<file path="config.mk">
export PLATFORM = sky130hd
export DESIGN_NAME = acs_sequencer
export DESIGN_NICKNAME = d
export VERILOG_FILES = /design/src/core/acs_pkg.sv /design/src/core/acs_sequencer.sv
export SDC_FILE = /design/constraint.sdc
export NUM_CORES = 1
export LEC_CHECK = 0
export ABC_AREA = 1
export BUFFER_PORTS_ARGS = -buffer_cell sky130_fd_sc_hd__buf_2
export CAP_MARGIN = 5
export CORE_UTILIZATION = 45
export DETAILED_ROUTE_END_ITERATION = 16
export PLACE_DENSITY_LB_ADDON = 0.15
export SYNTH_ARGS = -nofsm -noshare
export SYNTH_HDL_FRONTEND = slang
export SYNTH_SLANG_ARGS = --single-unit
</file>
<file path="constraint.sdc">
create_clock -name clk -period 7.57 [get_ports clk]
set_input_delay 0.3785 -clock clk [delete_from_list [all_inputs] [get_ports clk]]
set_output_delay 0.3785 -clock clk [all_outputs]
set_load 0.05 [all_outputs]
</file>
<file path="src/core/acs_pkg.sv">
// Purpose: Shared constants for the converter channel sequencer.
// Assumes: One 100 MHz clock; host strobes arrive asynchronously.
// Notes: Mode codes, memory layout and conversion timing live here.
//
// Notes on behaviour
// - Sequence memory holds sixteen entries of address plus input setup.
// - Last-entry flag is produced by the device, never written by host.
// - Each entry reads back as a seven-bit word: six setup bits plus flag.
// - Mode 10 is program/readback: busy low, conversion starts ignored.
// - Any level change on either mode pin clears the pointer to zero.
// - Write strobe rising edge, read strobe high, stores entry and advances.
// - Last entry written before low mode pin rises ends the sequence.
// - After sixteen writes the pointer wraps and new sequence begins.
// - Read strobe low, write strobe high: present entry, enable drivers.
// - Bit six on pair output, five-three on channel out, two-zero on top data.
// - Lower result data pins stay undriven during readback.
// - Read strobe rising edge releases outputs and advances pointer.
// - Bit zero set marks final entry; all sixteen remain readable.
// - After sixteen reads the pointer wraps to zero.
// - Low mode pin rising after programming restores busy high.
// - First run-mode conversion start uses entry zero.
// - Pointer advances per conversion; address outputs show real channel.
// - After the final programmed entry the pointer returns to zero.
// - Sequence contents survive mode changes and deselection.
// - Modes: 00 direct, 01 scan, 10 program/readback, 11 sequence run.
// - Direct and scan modes latch pins on write rise or start fall.
// - Start falling with select low converts; busy low until done.
package acs_pkg;
  localparam int ENTRY_COUNT = 16;
  localparam int PTR_W = 4;
  localparam int CFG_W = 6;
  localparam int WORD_W = 7;
  localparam int DATA_W = 12;
  localparam int LOW_PINS = 9;
  localparam int STAT_HI = 2;
  localparam int CHAN_W = 3;
  localparam logic [PTR_W-1:0] PTR_ZERO = 4'h0;
  localparam logic [PTR_W-1:0] PTR_ONE = 4'h1;
  // Setup word layout: pair, channel[2:0], polarity, gain
  localparam int CFG_PAIR = 5;
  localparam int CFG_CH_HI = 4;
  localparam int CFG_CH_LO = 2;
  localparam int CFG_POL = 1;
  localparam int CFG_GAIN = 0;
  localparam int CONV_TIME_NS = 650;
  localparam int CLK_PERIOD_NS = 10;
  localparam int CONV_CYCLES = (CONV_TIME_NS + CLK_PERIOD_NS - 1)
    / CLK_PERIOD_NS;
  localparam logic [2:0] SCAN_STEP_SINGLE = 3'h1;
  localparam logic [2:0] SCAN_STEP_PAIR = 3'h2;

  typedef enum logic [1:0] {
    ACS_MODE_DIRECT = 2'b00,
    ACS_MODE_SCAN = 2'b01,
    ACS_MODE_PROG = 2'b10,
    ACS_MODE_RUN = 2'b11
  } acs_mode_t;
endpackage

</file>
<file path="src/core/acs_sequencer.sv">
// Purpose: Channel sequencer and conversion control for the converter.
// Assumes: Host pins are asynchronous and pass a two-stage synchroniser.
// Notes: Conversion itself is a timed busy window; result data is an input.
module acs_sequencer #(
  parameter int CONV_CNT = acs_pkg::CONV_CYCLES
) (
  input wire logic clk,
  input wire logic resetn,
  input wire logic mode_select_hi,
  input wire logic mode_select_lo,
  input wire logic write_strobe_n,
  input wire logic read_strobe_n,
  input wire logic convert_start_n,
  input wire logic chip_select_n,
  input wire logic pair_select,
  input wire logic [acs_pkg::CHAN_W-1:0] channel_select_bits,
  input wire logic polarity_select,
  input wire logic gain_select,
  input wire logic [acs_pkg::DATA_W-1:0] conv_result,
  output logic busy,
  output logic pair_indicator_out,
  output logic [acs_pkg::CHAN_W-1:0] channel_out_bits,
  output logic polarity_out,
  output logic gain_out,
  output logic conv_start_pulse,
  output logic [acs_pkg::DATA_W-1:0] data_out,
  output logic [acs_pkg::DATA_W-1:0] data_oe,
  output logic addr_oe
);
  import acs_pkg::*;

  // ----------------------------------------
  // Reset release and pin synchronisers
  // ----------------------------------------
  logic rst_meta, rst_n;
  always_ff @(posedge clk or negedge resetn) begin
    if (!resetn) begin
      rst_meta <= 1'b0;
      rst_n <= 1'b0;
    end else begin
      rst_meta <= 1'b1;
      rst_n <= rst_meta;
    end
  end

  // Bit positions of each pin inside the synchroniser bank
  localparam int NSYNC = 12;
  localparam int IX_MHI = 11;
  localparam int IX_MLO = 10;
  localparam int IX_WR = 9;
  localparam int IX_RD = 8;
  localparam int IX_CV = 7;
  localparam int IX_CS = 6;
  logic [NSYNC-1:0] pin_meta, pin_sync, pin_last;
  wire [NSYNC-1:0] pin_raw = {mode_select_hi, mode_select_lo,
    write_strobe_n, read_strobe_n, convert_start_n, chip_select_n,
    pair_select, channel_select_bits, polarity_select, gain_select};
  always_ff @(posedge clk or negedge rst_n) begin
    if (!rst_n) begin
      pin_meta <= '1;
      pin_sync <= '1;
      pin_last <= '1;
    end else begin
      pin_meta <= pin_raw;
      pin_sync <= pin_meta;
      pin_last <= pin_sync;
    end
  end

  // Edges are judged on the synchronised copies only
  wire s_mhi = pin_sync[IX_MHI];
  wire s_mlo = pin_sync[IX_MLO];
  wire s_wr = pin_sync[IX_WR];
  wire s_rd = pin_sync[IX_RD];
  wire s_cs = pin_sync[IX_CS];
  wire [CFG_W-1:0] pin_cfg = pin_sync[CFG_W-1:0];
  wire mode_edge = (pin_sync[IX_MHI] ^ pin_last[IX_MHI])
    | (pin_sync[IX_MLO] ^ pin_last[IX_MLO]);
  wire wr_rise = s_wr & ~pin_last[IX_WR];
  wire rd_fall = ~s_rd & pin_last[IX_RD];
  wire rd_rise = s_rd & ~pin_last[IX_RD];
  wire cv_fall = ~pin_sync[IX_CV] & pin_last[IX_CV];
  wire mlo_rise = s_mlo & ~pin_last[IX_MLO];

  acs_mode_t mode;
  assign mode = acs_mode_t'({s_mhi, s_mlo});
  wire in_prog = (mode == ACS_MODE_PROG);
  wire in_run = (mode == ACS_MODE_RUN);

  // ----------------------------------------
  // Sequence memory
  // ----------------------------------------
  // No reset on contents: they survive mode changes and deselection
  logic [CFG_W-1:0] seq_mem [ENTRY_COUNT];
  logic [PTR_W-1:0] ptr;
  logic [PTR_W-1:0] last_ptr;
  logic [PTR_W-1:0] wr_last;
  logic wrote_any;

  wire do_write = in_prog & wr_rise & s_rd;
  wire do_read_end = in_prog & rd_rise & s_wr;
  logic busy_conv;
  wire start_ok = cv_fall & ~s_cs & ~busy_conv & ~in_prog;
  wire run_start = start_ok & in_run;

  // Last-entry flag derived from stored end marker
  wire [WORD_W-1:0] cur_word = {seq_mem[ptr],
    ptr == last_ptr};

  always_ff @(posedge clk) begin
    if (do_write) begin
      seq_mem[ptr] <= pin_cfg;
    end
  end

  function automatic logic [PTR_W-1:0] ptr_inc(input logic [PTR_W-1:0] p);
    ptr_inc = p + PTR_ONE;
  endfunction

  logic [PTR_W-1:0] next_ptr;
  always_comb begin
    next_ptr = ptr;
    if (mode_edge) begin
      next_ptr = PTR_ZERO;
    end else if (do_write || do_read_end) begin
      next_ptr = ptr_inc(ptr);
    end else if (run_start) begin
      next_ptr = (ptr == last_ptr) ? PTR_ZERO
        : ptr_inc(ptr);
    end
  end

  always_ff @(posedge clk or negedge rst_n) begin
    if (!rst_n) begin
      ptr <= PTR_ZERO;
      last_ptr <= PTR_ZERO;
      wr_last <= PTR_ZERO;
      wrote_any <= 1'b0;
    end else begin
      ptr <= next_ptr;
      if (do_write) begin
        wr_last <= ptr;
        wrote_any <= 1'b1;
      end else if (mlo_rise) begin
        wrote_any <= 1'b0;
      end
      // The final write of the pass becomes the end of the sequence
      if (mlo_rise && s_mhi && wrote_any) begin
        last_ptr <= wr_last;
      end
    end
  end

  // ----------------------------------------
  // Conversion timing and channel latch
  // ----------------------------------------
  logic [$clog2(CONV_CNT+1)-1:0] conv_cnt;
  logic [CHAN_W-1:0] scan_addr;
  logic [CFG_W-1:0] held_cfg;
  logic [CFG_W-1:0] conv_cfg;

  wire [CHAN_W-1:0] scan_step = pin_cfg[CFG_PAIR] ? SCAN_STEP_PAIR
    : SCAN_STEP_SINGLE;
  wire latch_pins = (mode == ACS_MODE_DIRECT || mode == ACS_MODE_SCAN)
    & (wr_rise | cv_fall);
  wire [CFG_W-1:0] scan_cfg = {pin_cfg[CFG_PAIR], scan_addr,
    pin_cfg[CFG_POL], pin_cfg[CFG_GAIN]};
  wire [CFG_W-1:0] start_cfg = in_run ? seq_mem[ptr]
    : (mode == ACS_MODE_SCAN) ? scan_cfg
    : (s_wr ? held_cfg : pin_cfg);

  always_ff @(posedge clk or negedge rst_n) begin
    if (!rst_n) begin
      conv_cnt <= '0;
      busy_conv <= 1'b0;
      scan_addr <= '0;
      held_cfg <= '0;
      conv_cfg <= '0;
    end else begin
      if (latch_pins) begin
        held_cfg <= pin_cfg;
      end
      if (mode_edge) begin
        scan_addr <= '0;
      end else if (start_ok && mode == ACS_MODE_SCAN) begin
        scan_addr <= scan_addr + scan_step;
      end
      if (start_ok) begin
        busy_conv <= 1'b1;
        conv_cnt <= CONV_CNT[$bits(conv_cnt)-1:0];
        conv_cfg <= start_cfg;
      end else if (busy_conv) begin
        conv_cnt <= conv_cnt - 1'b1;
        busy_conv <= (conv_cnt != 1);
      end
    end
  end

  assign busy = ~(busy_conv | in_prog);
  assign conv_start_pulse = start_ok;

  // ----------------------------------------
  // Output drivers
  // ----------------------------------------
  logic reading;
  logic [WORD_W-1:0] rd_word;
  logic [DATA_W-1:0] result_q;
  always_ff @(posedge clk or negedge rst_n) begin
    if (!rst_n) begin
      reading <= 1'b0;
      rd_word <= '0;
      result_q <= '0;
    end else begin
      if (in_prog && rd_fall && s_wr) begin
        reading <= 1'b1;
        rd_word <= cur_word;
      end else if (rd_rise || !in_prog) begin
        reading <= 1'b0;
      end
      if (busy_conv && conv_cnt == 1) begin
        result_q <= conv_result;
      end
    end
  end

  wire [DATA_W-1:0] rb_data = {rd_word[STAT_HI:0],
    {LOW_PINS{1'b0}}};
  assign data_out = reading ? rb_data : result_q;
  assign data_oe = reading ? {{(DATA_W-LOW_PINS){1'b1}},
    {LOW_PINS{1'b0}}}
    : {DATA_W{~s_rd & ~s_cs}};
  assign addr_oe = reading | (~s_rd & ~s_cs);
  assign pair_indicator_out = reading ? rd_word[WORD_W-1]
    : conv_cfg[CFG_PAIR];
  assign channel_out_bits = reading ? rd_word[WORD_W-2:WORD_W-4]
    : conv_cfg[CFG_CH_HI:CFG_CH_LO];
  assign polarity_out = conv_cfg[CFG_POL];
  assign gain_out = conv_cfg[CFG_GAIN];

  // ----------------------------------------
  // Assertions
  // ----------------------------------------
  AST_PROG_BUSY: assert property (@(posedge clk) disable iff (!rst_n)
    in_prog |-> !busy) else $error("busy high in program mode");
  AST_NO_START_PROG: assert property (@(posedge clk) disable iff (!rst_n)
    in_prog |-> !conv_start_pulse)
    else $error("start taken in program mode");
  AST_MODE_CLR: assert property (@(posedge clk) disable iff (!rst_n)
    mode_edge |=> ptr == PTR_ZERO)
    else $error("pointer not cleared on mode edge");
  AST_WR_ADV: assert property (@(posedge clk) disable iff (!rst_n)
    do_write && !mode_edge |=> ptr == $past(ptr) + PTR_ONE)
    else $error("pointer not advanced by write");
  AST_WR_STORE: assert property (@(posedge clk) disable iff (!rst_n)
    do_write |=> seq_mem[$past(ptr)] == $past(pin_cfg))
    else $error("entry not stored");
  AST_RD_OE: assert property (@(posedge clk) disable iff (!rst_n)
    reading |-> data_oe[LOW_PINS-1:0] == '0 && addr_oe)
    else $error("readback drive wrong");
  AST_RD_REL: assert property (@(posedge clk) disable iff (!rst_n)
    in_prog && rd_rise |=> !reading)
    else $error("outputs not released");
  AST_RUN_WRAP: assert property (@(posedge clk) disable iff (!rst_n)
    run_start && !mode_edge && ptr == last_ptr |=> ptr == PTR_ZERO)
    else $error("run did not wrap");
  AST_BUSY_LEN: assert property (@(posedge clk) disable iff (!rst_n)
    start_ok |=> busy_conv [*8])
    else $error("conversion ended early");
  AST_CONV_END: assert property (@(posedge clk) disable iff (!rst_n)
    start_ok |-> ##[1:700] !busy_conv)
    else $error("conversion never ended");
  AST_RUN_CFG: assert property (@(posedge clk) disable iff (!rst_n)
    run_start |=> conv_cfg == seq_mem[$past(ptr)])
    else $error("run used wrong entry");

  // ----------------------------------------
  // Readback checks
  // ----------------------------------------
  // The word is frozen at the read fall so a mode change cannot tear it
  AST_RD_WORD: assert property (@(posedge clk) disable iff (!rst_n)
    in_prog && rd_fall && s_wr |=> reading && rd_word == $past(cur_word))
    else $error("readback word not presented");

  AST_RD_PINS: assert property (@(posedge clk) disable iff (!rst_n)
    reading |-> pair_indicator_out == rd_word[WORD_W-1]
    && channel_out_bits == rd_word[WORD_W-2:WORD_W-4]
    && data_out[DATA_W-1:LOW_PINS] == rd_word[STAT_HI:0])
    else $error("readback bits misplaced");

  AST_RD_FLAG: assert property (@(posedge clk) disable iff (!rst_n)
    in_prog && rd_fall && s_wr |=>
    rd_word[0] == ($past(ptr) == $past(last_ptr)))
    else $error("last entry flag wrong");

  AST_RD_ADV: assert property (@(posedge clk) disable iff (!rst_n)
    do_read_end && !mode_edge |=> ptr == $past(ptr) + PTR_ONE)
    else $error("pointer not advanced by read");

  AST_OE_IDLE: assert property (@(posedge clk) disable iff (!rst_n)
    !reading && s_rd |-> data_oe == '0 && !addr_oe)
    else $error("drivers enabled while idle");

  AST_LAST_SET: assert property (@(posedge clk) disable iff (!rst_n)
    mlo_rise && s_mhi && wrote_any |=> last_ptr == $past(wr_last))
    else $error("sequence end not taken");

  // Contents only move on a write strobe
  AST_KEEP: assert property (@(posedge clk) disable iff (!rst_n)
    !do_write |=> seq_mem[$past(ptr)] == $past(seq_mem[ptr]))
    else $error("entry changed without write");

  // ----------------------------------------
  // Conversion checks
  // ----------------------------------------
  AST_START_BUSY: assert property (@(posedge clk) disable iff (!rst_n)
    start_ok |=> !busy)
    else $error("busy not low after start");

  AST_NO_START_CS: assert property (@(posedge clk) disable iff (!rst_n)
    s_cs |-> !conv_start_pulse)
    else $error("start taken while deselected");

  AST_RUN_READY: assert property (@(posedge clk) disable iff (!rst_n)
    in_run && !busy_conv |-> busy)
    else $error("busy low while idle in run");

  AST_SCAN_STEP: assert property (@(posedge clk) disable iff (!rst_n)
    start_ok && mode == ACS_MODE_SCAN && !mode_edge
    |=> scan_addr == $past(scan_addr) + $past(scan_step))
    else $error("scan address step wrong");

  // Latched setup wins while the write strobe stays high
  AST_DIRECT_CFG: assert property (@(posedge clk) disable iff (!rst_n)
    start_ok && mode == ACS_MODE_DIRECT && s_wr
    |=> conv_cfg == $past(held_cfg))
    else $error("direct mode used wrong setup");


  COV_WRITE: cover property (@(posedge clk) disable iff (!rst_n) do_write);
  COV_READ: cover property (@(posedge clk) disable iff (!rst_n)
    reading ##1 !reading);
  COV_RUN_WRAP: cover property (@(posedge clk) disable iff (!rst_n)
    run_start && ptr == last_ptr);
  COV_SCAN: cover property (@(posedge clk) disable iff (!rst_n)
    start_ok && mode == ACS_MODE_SCAN);
  COV_DIRECT: cover property (@(posedge clk) disable iff (!rst_n)
    start_ok && mode == ACS_MODE_DIRECT);
endmodule

</file>
==> flow_metrics.tcl, run 1 <==
set metrics [dict create \
    r2r_start "ptr[0]" \
    wirelength_um 16300 \
    ys_seq_elements 183 \
    wl_met3_um 483 \
    rrSetupSlack_ps 5070 \
    pre_cts_ws_ps 5100 \
    clkTransAtPathRegs_ps 70 \
    ys_seq_area_share_pct 65.0 \
    wire_per_inst_um 15.3 \
    vdd_ir_drop_max_v 0.000159 \
    root_buffer "clkbuf_16" \
    core_area_sq_um 16800 \
    clock_latency_ps 440 \
    row_count 47 \
    finalHoldViolCount 0 \
    ys_async_sr_fraction_pct 47.5 \
    htreeDepth 4 \
    synthAdderAreaFrac_pct 1.53 \
    setup_viol 0 \
    max_stage_delay_ps 580 \
    placed_cells 1032 \
    cts_made_buffers 17 \
    wl_met1_um 7680 \
    maxCapViolCount 0 \
    clock_sinks 183 \
    netlist_area_sq_um 7840 \
    synth_mux_area_share_pct 1.00 \
    synth_ff_type "edfxtp_1" \
    initial_core_util_pct 46.6 \
    reg2reg_to "seq_mem[0][1]" \
    finalClockSkew_ps 7.87 \
    seqCellArea_sq_um 5100 \
    final.setup.tns_ps 0 \
    ios 59 \
    gr-total-overflow 0 \
    cts_max_path_buffers 2 \
    place_congestion 0.852 \
    cp-start-kind "flip-flop" \
    ant_nets 0 \
    setup_slack_ps 5070 \
    netlist.area_leader.share_pct 36.8 \
    powerDensity_nw_per_um2 290 \
    crit_chain "buf_4, inv_2, ha_1, nand2_1, nor2_1" \
    stdcell_count 1065 \
    endpoint "seq_mem[0][1]" \
    fin_nets 867 \
    worstSetupEndpointType "flip-flop" \
    cp-startpoint "ptr[0]" \
    hpwl_um 11100 \
    port_buffers 58 \
    worst_pin_slew_ps 1050 \
    synth_area_leader_cell "edfxtp_1" \
    max_slew_margin_pct 30.1 \
    dieHeight_um 134 \
    routed-via-count 5234 \
    grtUsageTotal_pct 19.7 \
    highest-signal-layer "met4" \
    layout_commonest_cell "nand2_1" \
    multi_input_area_sq_um 2170 \
    synth_warnings 0 \
    drt_iter0_drc 425 \
    routed-wl-met2_um 7810 \
    synth_compound_area_share_pct 5.58 \
    syn_inst 785 \
    rsz0062_at_grt "false" \
    fin_util_pct 52.6 \
    ys_top_cells_by_area "edfxtp_1, dfrtp_1, dfstp_2" \
    period_needed_ps 2500 \
    outcome "finished clean" \
    slew_violations 0 \
    power_leakage_nw 4.00 \
    avgSynthCellArea_sq_um 9.99 \
    grt_pass1_wl_um 26700 \
    hold_ws_ps 31.9 \
    fp.dieArea_sq_um 18000 \
    fmax_ghz 0.400 \
    fin_crit_sh_pct 33.0 \
    grt_max_degree 86 \
    post_cts_buffers 0 \
    viasPerCell 4.91 \
    cp_max_fo 60 \
    ys_types 32 \
    syn2layout_area_growth_pct 12.7 \
    antenna_found_initial 0 \
    fp.dieW_um 134 \
    synth-xor-area-share_pct 0.782 \
    synth_top_family_by_area "simple AND/OR/NAND/NOR gates" \
    worstSetupPathType "flip-flop to flip-flop" \
    drc_errors 0 \
    critPathArrivalTime_ps 2570 \
    drive_gt1_share_pct 17.0 \
    final_cell_mix "nand2_1, nor2_1, edfxtp_1" \
    fill_cells 1535 \
    grt_pass1_vias 5231 \
    num_antenna_cells 0 \
    critPathSlowestCell "inv_2" \
    synth_edf_count 96 \
    rr_worst_depth 5 \
    hold_class "input pin to flip-flop" \
    hp-start "chip_select_n" \
    yosys.area_share.simple_pct 18.7 \
    cts_tree "built" \
    syn-num-nets 820 \
    first_pass_iters 6 \
    cp.required_ps 7640 \
]
==> logic make-up after synthesis <==
group                    after synthesis
multiplexers                           7
buffers and inverters                132
XOR/XNOR                               7
flip-flops                           183
AND/OR/NAND/NOR                      361
AO/OA/AOI/OAI                         85
other                                  1
adder cells (fa/ha/maj)                9
==> per-layer routing <==
metal / vias to the layer above / track usage [%]
li1: 2577 / -
met1: 2529 / 26.7
met2: 104 / 31.3
met3: 24 / 4.04
met4: 0 / 7.62
met5: - / 0
==> metrics by stage <==
stage	total power [mW]	area, sq um
after global placement	1.68	8220
after detailed placement	1.70	8220
final	2.56	8840
after global routing	2.68	8840
after CTS	2.59	8840
after floorplan	1.58	7840
==> power breakdown <==
| group | switching, mW | internal (mW) | leakage, nW |
|---|---|---|---|
| clock network | 0.378 | 0.514 | 0.307 |
| logic | 0.336 | 0.121 | 1.79 |
| registers | 0.0684 | 1.15 | 1.90 |
==> final cells by class <==
class / count / area share [%]
multi-input cells: 470 / 24.5
clock buffers: 23 / 6.14
inverters: 99 / 4.20
flip-flops and latches: 183 / 57.7
well taps: 220 / 3.11
repair buffers: 61 / 3.57
clock inverters: 9 / 0.793
==> worst min path at each step <==
stage / to / slack (ps) / depth (start not counted)
after floorplan: rst_meta / 80 / 0
after global placement: rst_meta / 160 / 1
after detailed placement: rst_meta / 170 / 1
after CTS: pin_meta[6] / 20 / 1
after global routing: pin_meta[7] / 20 / 1
final: pin_meta[6] / 30 / 1
==> registers in the layout, summed over array words and instances (netlist names) <==
register   cells
seq_mem       96
pin_meta      12
pin_sync      12
result_q      12
conv_cnt       7
rd_word        7
conv_cfg       6
held_cfg       6
pin_last       5
last_ptr       4
ptr            4
wr_last        4
scan_addr      3
busy_conv      1
reading        1
rst_meta       1
rst_n          1
wrote_any      1
==> cells in the mapped netlist (all sizes together), types with 6 or more instances <==
cell type,n
mux2,7
clkbuf,7
dfrtp,58
edfxtp,96
dfstp,29
inv,99
o21ai,56
buf,26
nand2,201
nand3,28
xor2,6
ha,8
a21oi,23
nor2,124
==> timing repair <==
item                      CTS  global route
hold endpoints to repair    2             0
hold buffers                1             0
gates resized for setup     0             0
==> critical path: cells and delay by family (launching register included) <==
| family | cells | cell delay, ps |
|---|---|---|
| buf+inv | 2 | 880 |
| simple gates | 2 | 640 |
| flops | 1 | 360 |
| fa+ha+maj | 1 | 250 |
Note: power is estimated with default switching activity, not from simulation.
==> inputs of run 2 (changes only) <==
- clock period: 7.57 -> 2.4 ns (I/O delays scaled with it)
==> run 2 against run 1 <==
  * Global-route usage is 0.97 points higher
  * Routed wire length is 4.9% higher
  * Clock power grew to 3.0 times the previous value
  * Design area is 3.7% higher
  * Combinational power grew to 3.3 times the previous value
  * Sequential cell count stayed put
  * Setup slack worse by 4800 ps
  * Register-to-register slack worse by 4800 ps
  * Critical endpoint is now conv_start_pulse
==> flow_metrics.tcl, run 2 (synthesis results as in run 1) <==
set metrics [dict create \
    outcome "finished clean" \
    cp_top_family "flip-flops" \
    period_needed_ps 2140 \
    ant_nets 0 \
    setup_slack_ps 264 \
    cts_tree "built" \
    port_buffers 58 \
    critPathSlowestCell "dfstp_2" \
    fp.dieW_um 134 \
    cp-start-kind "flip-flop" \
    rsz0062_at_grt "false" \
    drc_errors 0 \
    cp-startpoint "pin_sync[11]" \
    slew_violations 0 \
    stdcell_count 1103 \
    pwr-share-seq_pct 47.5 \
    finalClockSkew_ps 9.70 \
    ios 59 \
    worstSetupEndpointType "primary output" \
    cp_num_buf_inv 3 \
    wire_per_inst_um 15.5 \
    rr_worst_depth 6 \
    row_count 47 \
    finalHoldViolCount 0 \
    cts_max_path_buffers 2 \
    netSwitchingFraction_pct 31.4 \
    power_leakage_nw 4.15 \
    cts_made_buffers 17 \
    p_comb_share_pct 19.0 \
    reg2reg_to "seq_mem[11][5]" \
    critPathArrivalTime_ps 2020 \
    routed-via-count 5414 \
    max_slew_margin_pct 53.0 \
    num_antenna_cells 0 \
    clock_latency_ps 430 \
    pre_cts_ws_ps 308 \
    fin_util_pct 54.5 \
    cts_resized 0 \
    cp_max_fo 15 \
    antenna_found_initial 0 \
    hold_class "flip-flop to asynchronous set/reset pin" \
    final.setup.tns_ps 0 \
    gr-total-overflow 0 \
    fill_cells 1538 \
    internal-power_mw 5.50 \
    max_stage_delay_ps 600 \
    max_flop_register "seq_mem" \
    powerDensity_nw_per_um2 874 \
    placed_cells 1045 \
    final_cell_mix "nand2_1, nor2_1, edfxtp_1" \
    grt_max_degree 50 \
    dieHeight_um 134 \
    worstSetupPathType "flip-flop to primary output" \
    fp.dieArea_sq_um 18000 \
    crit_top_cell "nor2_4" \
    clock_sinks 183 \
    fin_nets 905 \
    worst_pin_slew_ps 704 \
    maxCapViolCount 0 \
    fmax_ghz 0.468 \
    vdd_ir_drop_max_v 0.000630 \
    hpwl_um 11400 \
    grt_pass1_vias 5409 \
    htreeDepth 4 \
    initial_core_util_pct 46.6 \
    grt_pass1_wl_um 27800 \
    drt_iter0_drc 383 \
    crit_cells 6 \
    wirelength_um 17100 \
    hold_ws_ps 304 \
    p_clk_share_pct 33.6 \
    switchingPower_mw 2.52 \
    grtUsageTotal_pct 20.7 \
    layout_commonest_cell "nand2_1" \
    core_area_sq_um 16800 \
    crit_chain "inv_2, nor2_4, nor2_4, nand2_2, inv_1, buf_2" \
    clkTransAtPathRegs_ps 70 \
    first_pass_iters 5 \
    viasPerCell 4.91 \
    fin_crit_sh_pct 89.0 \
    place_congestion 0.862 \
    r2r_start "pin_sync[9]" \
    cp.required_ps 2280 \
    largest_reg_flops 96 \
    syn2layout_area_growth_pct 16.9 \
    drive_gt1_share_pct 17.9 \
    root_buffer "clkbuf_16" \
    rrSetupSlack_ps 280 \
    endpoint "conv_start_pulse" \
    setup_viol 0 \
]
[run 2: changes by cell type in the layout (fill, tap and decap cells not counted), moves of 2 or more]
| cell | before | now |
|---|---|---|
| dlygate4sd3_1 | 1 | 26 |
| inv_6 | 5 | 7 |
| buf_12 | 0 | 2 |
| clkbuf_16 | 21 | 17 |
| buf_4 | 2 | 13 |
[run 2: final cells by class]
type                    instances  area (sq um)  share of cell area [%]
clock buffers                  18           429                    4.68
clock inverters                14           136                    1.49
inverters                      99           372                    4.05
multi-input cells             470          2170                    23.7
flip-flops and latches        183          5100                    55.6
well taps                     220           275                    3.00
repair buffers                 99           688                    7.50
[run 2: stage by stage]
stage | instance area [sq um] | total power [mW]
global route | 9170 | 8.35
global placement | 8350 | 5.33
detailed placement | 8350 | 5.36
CTS | 9170 | 8.07
finish | 9170 | 8.01
floorplan | 7850 | 4.99
[run 2: power by group through the flow]
stage / sequential (mW) / clock [mW] / combinational (mW)
final: 3.80 / 2.69 / 1.52
after global routing: 3.84 / 2.86 / 1.65
after CTS: 3.81 / 2.74 / 1.53
after detailed placement: 3.87 / 0 / 1.49
after global placement: 3.86 / 0 / 1.48
after floorplan: 3.88 / 0 / 1.11
[run 2: how the worst min path moves through the flow]
stage | start | endpoint | slack [ps]
after global placement | resetn | rst_meta | -100
after global routing | mode_select_hi | pin_meta[11] | 320
after detailed placement | resetn | rst_meta | -90
final | rst_n | conv_cnt[3] | 300
after floorplan | resetn | rst_meta | -180
after CTS | mode_select_lo | pin_meta[10] | 310
[run 2: timing repair]
item / in CTS / in global routing
setup buffers: 0 / 0
endpoints found under the hold margin: 26 / 0
hold buffers: 26 / 0
[run 2: layer usage]
metal	track usage (%)	routed length, um	vias up	part of all wire, %
li1	-	-	2660	-
met1	28.2	7960	2614	46
met2	33.4	8340	118	49
met3	3.48	553	22	3.2
met4	7.80	283	0	1.7
met5	0	0	-	0
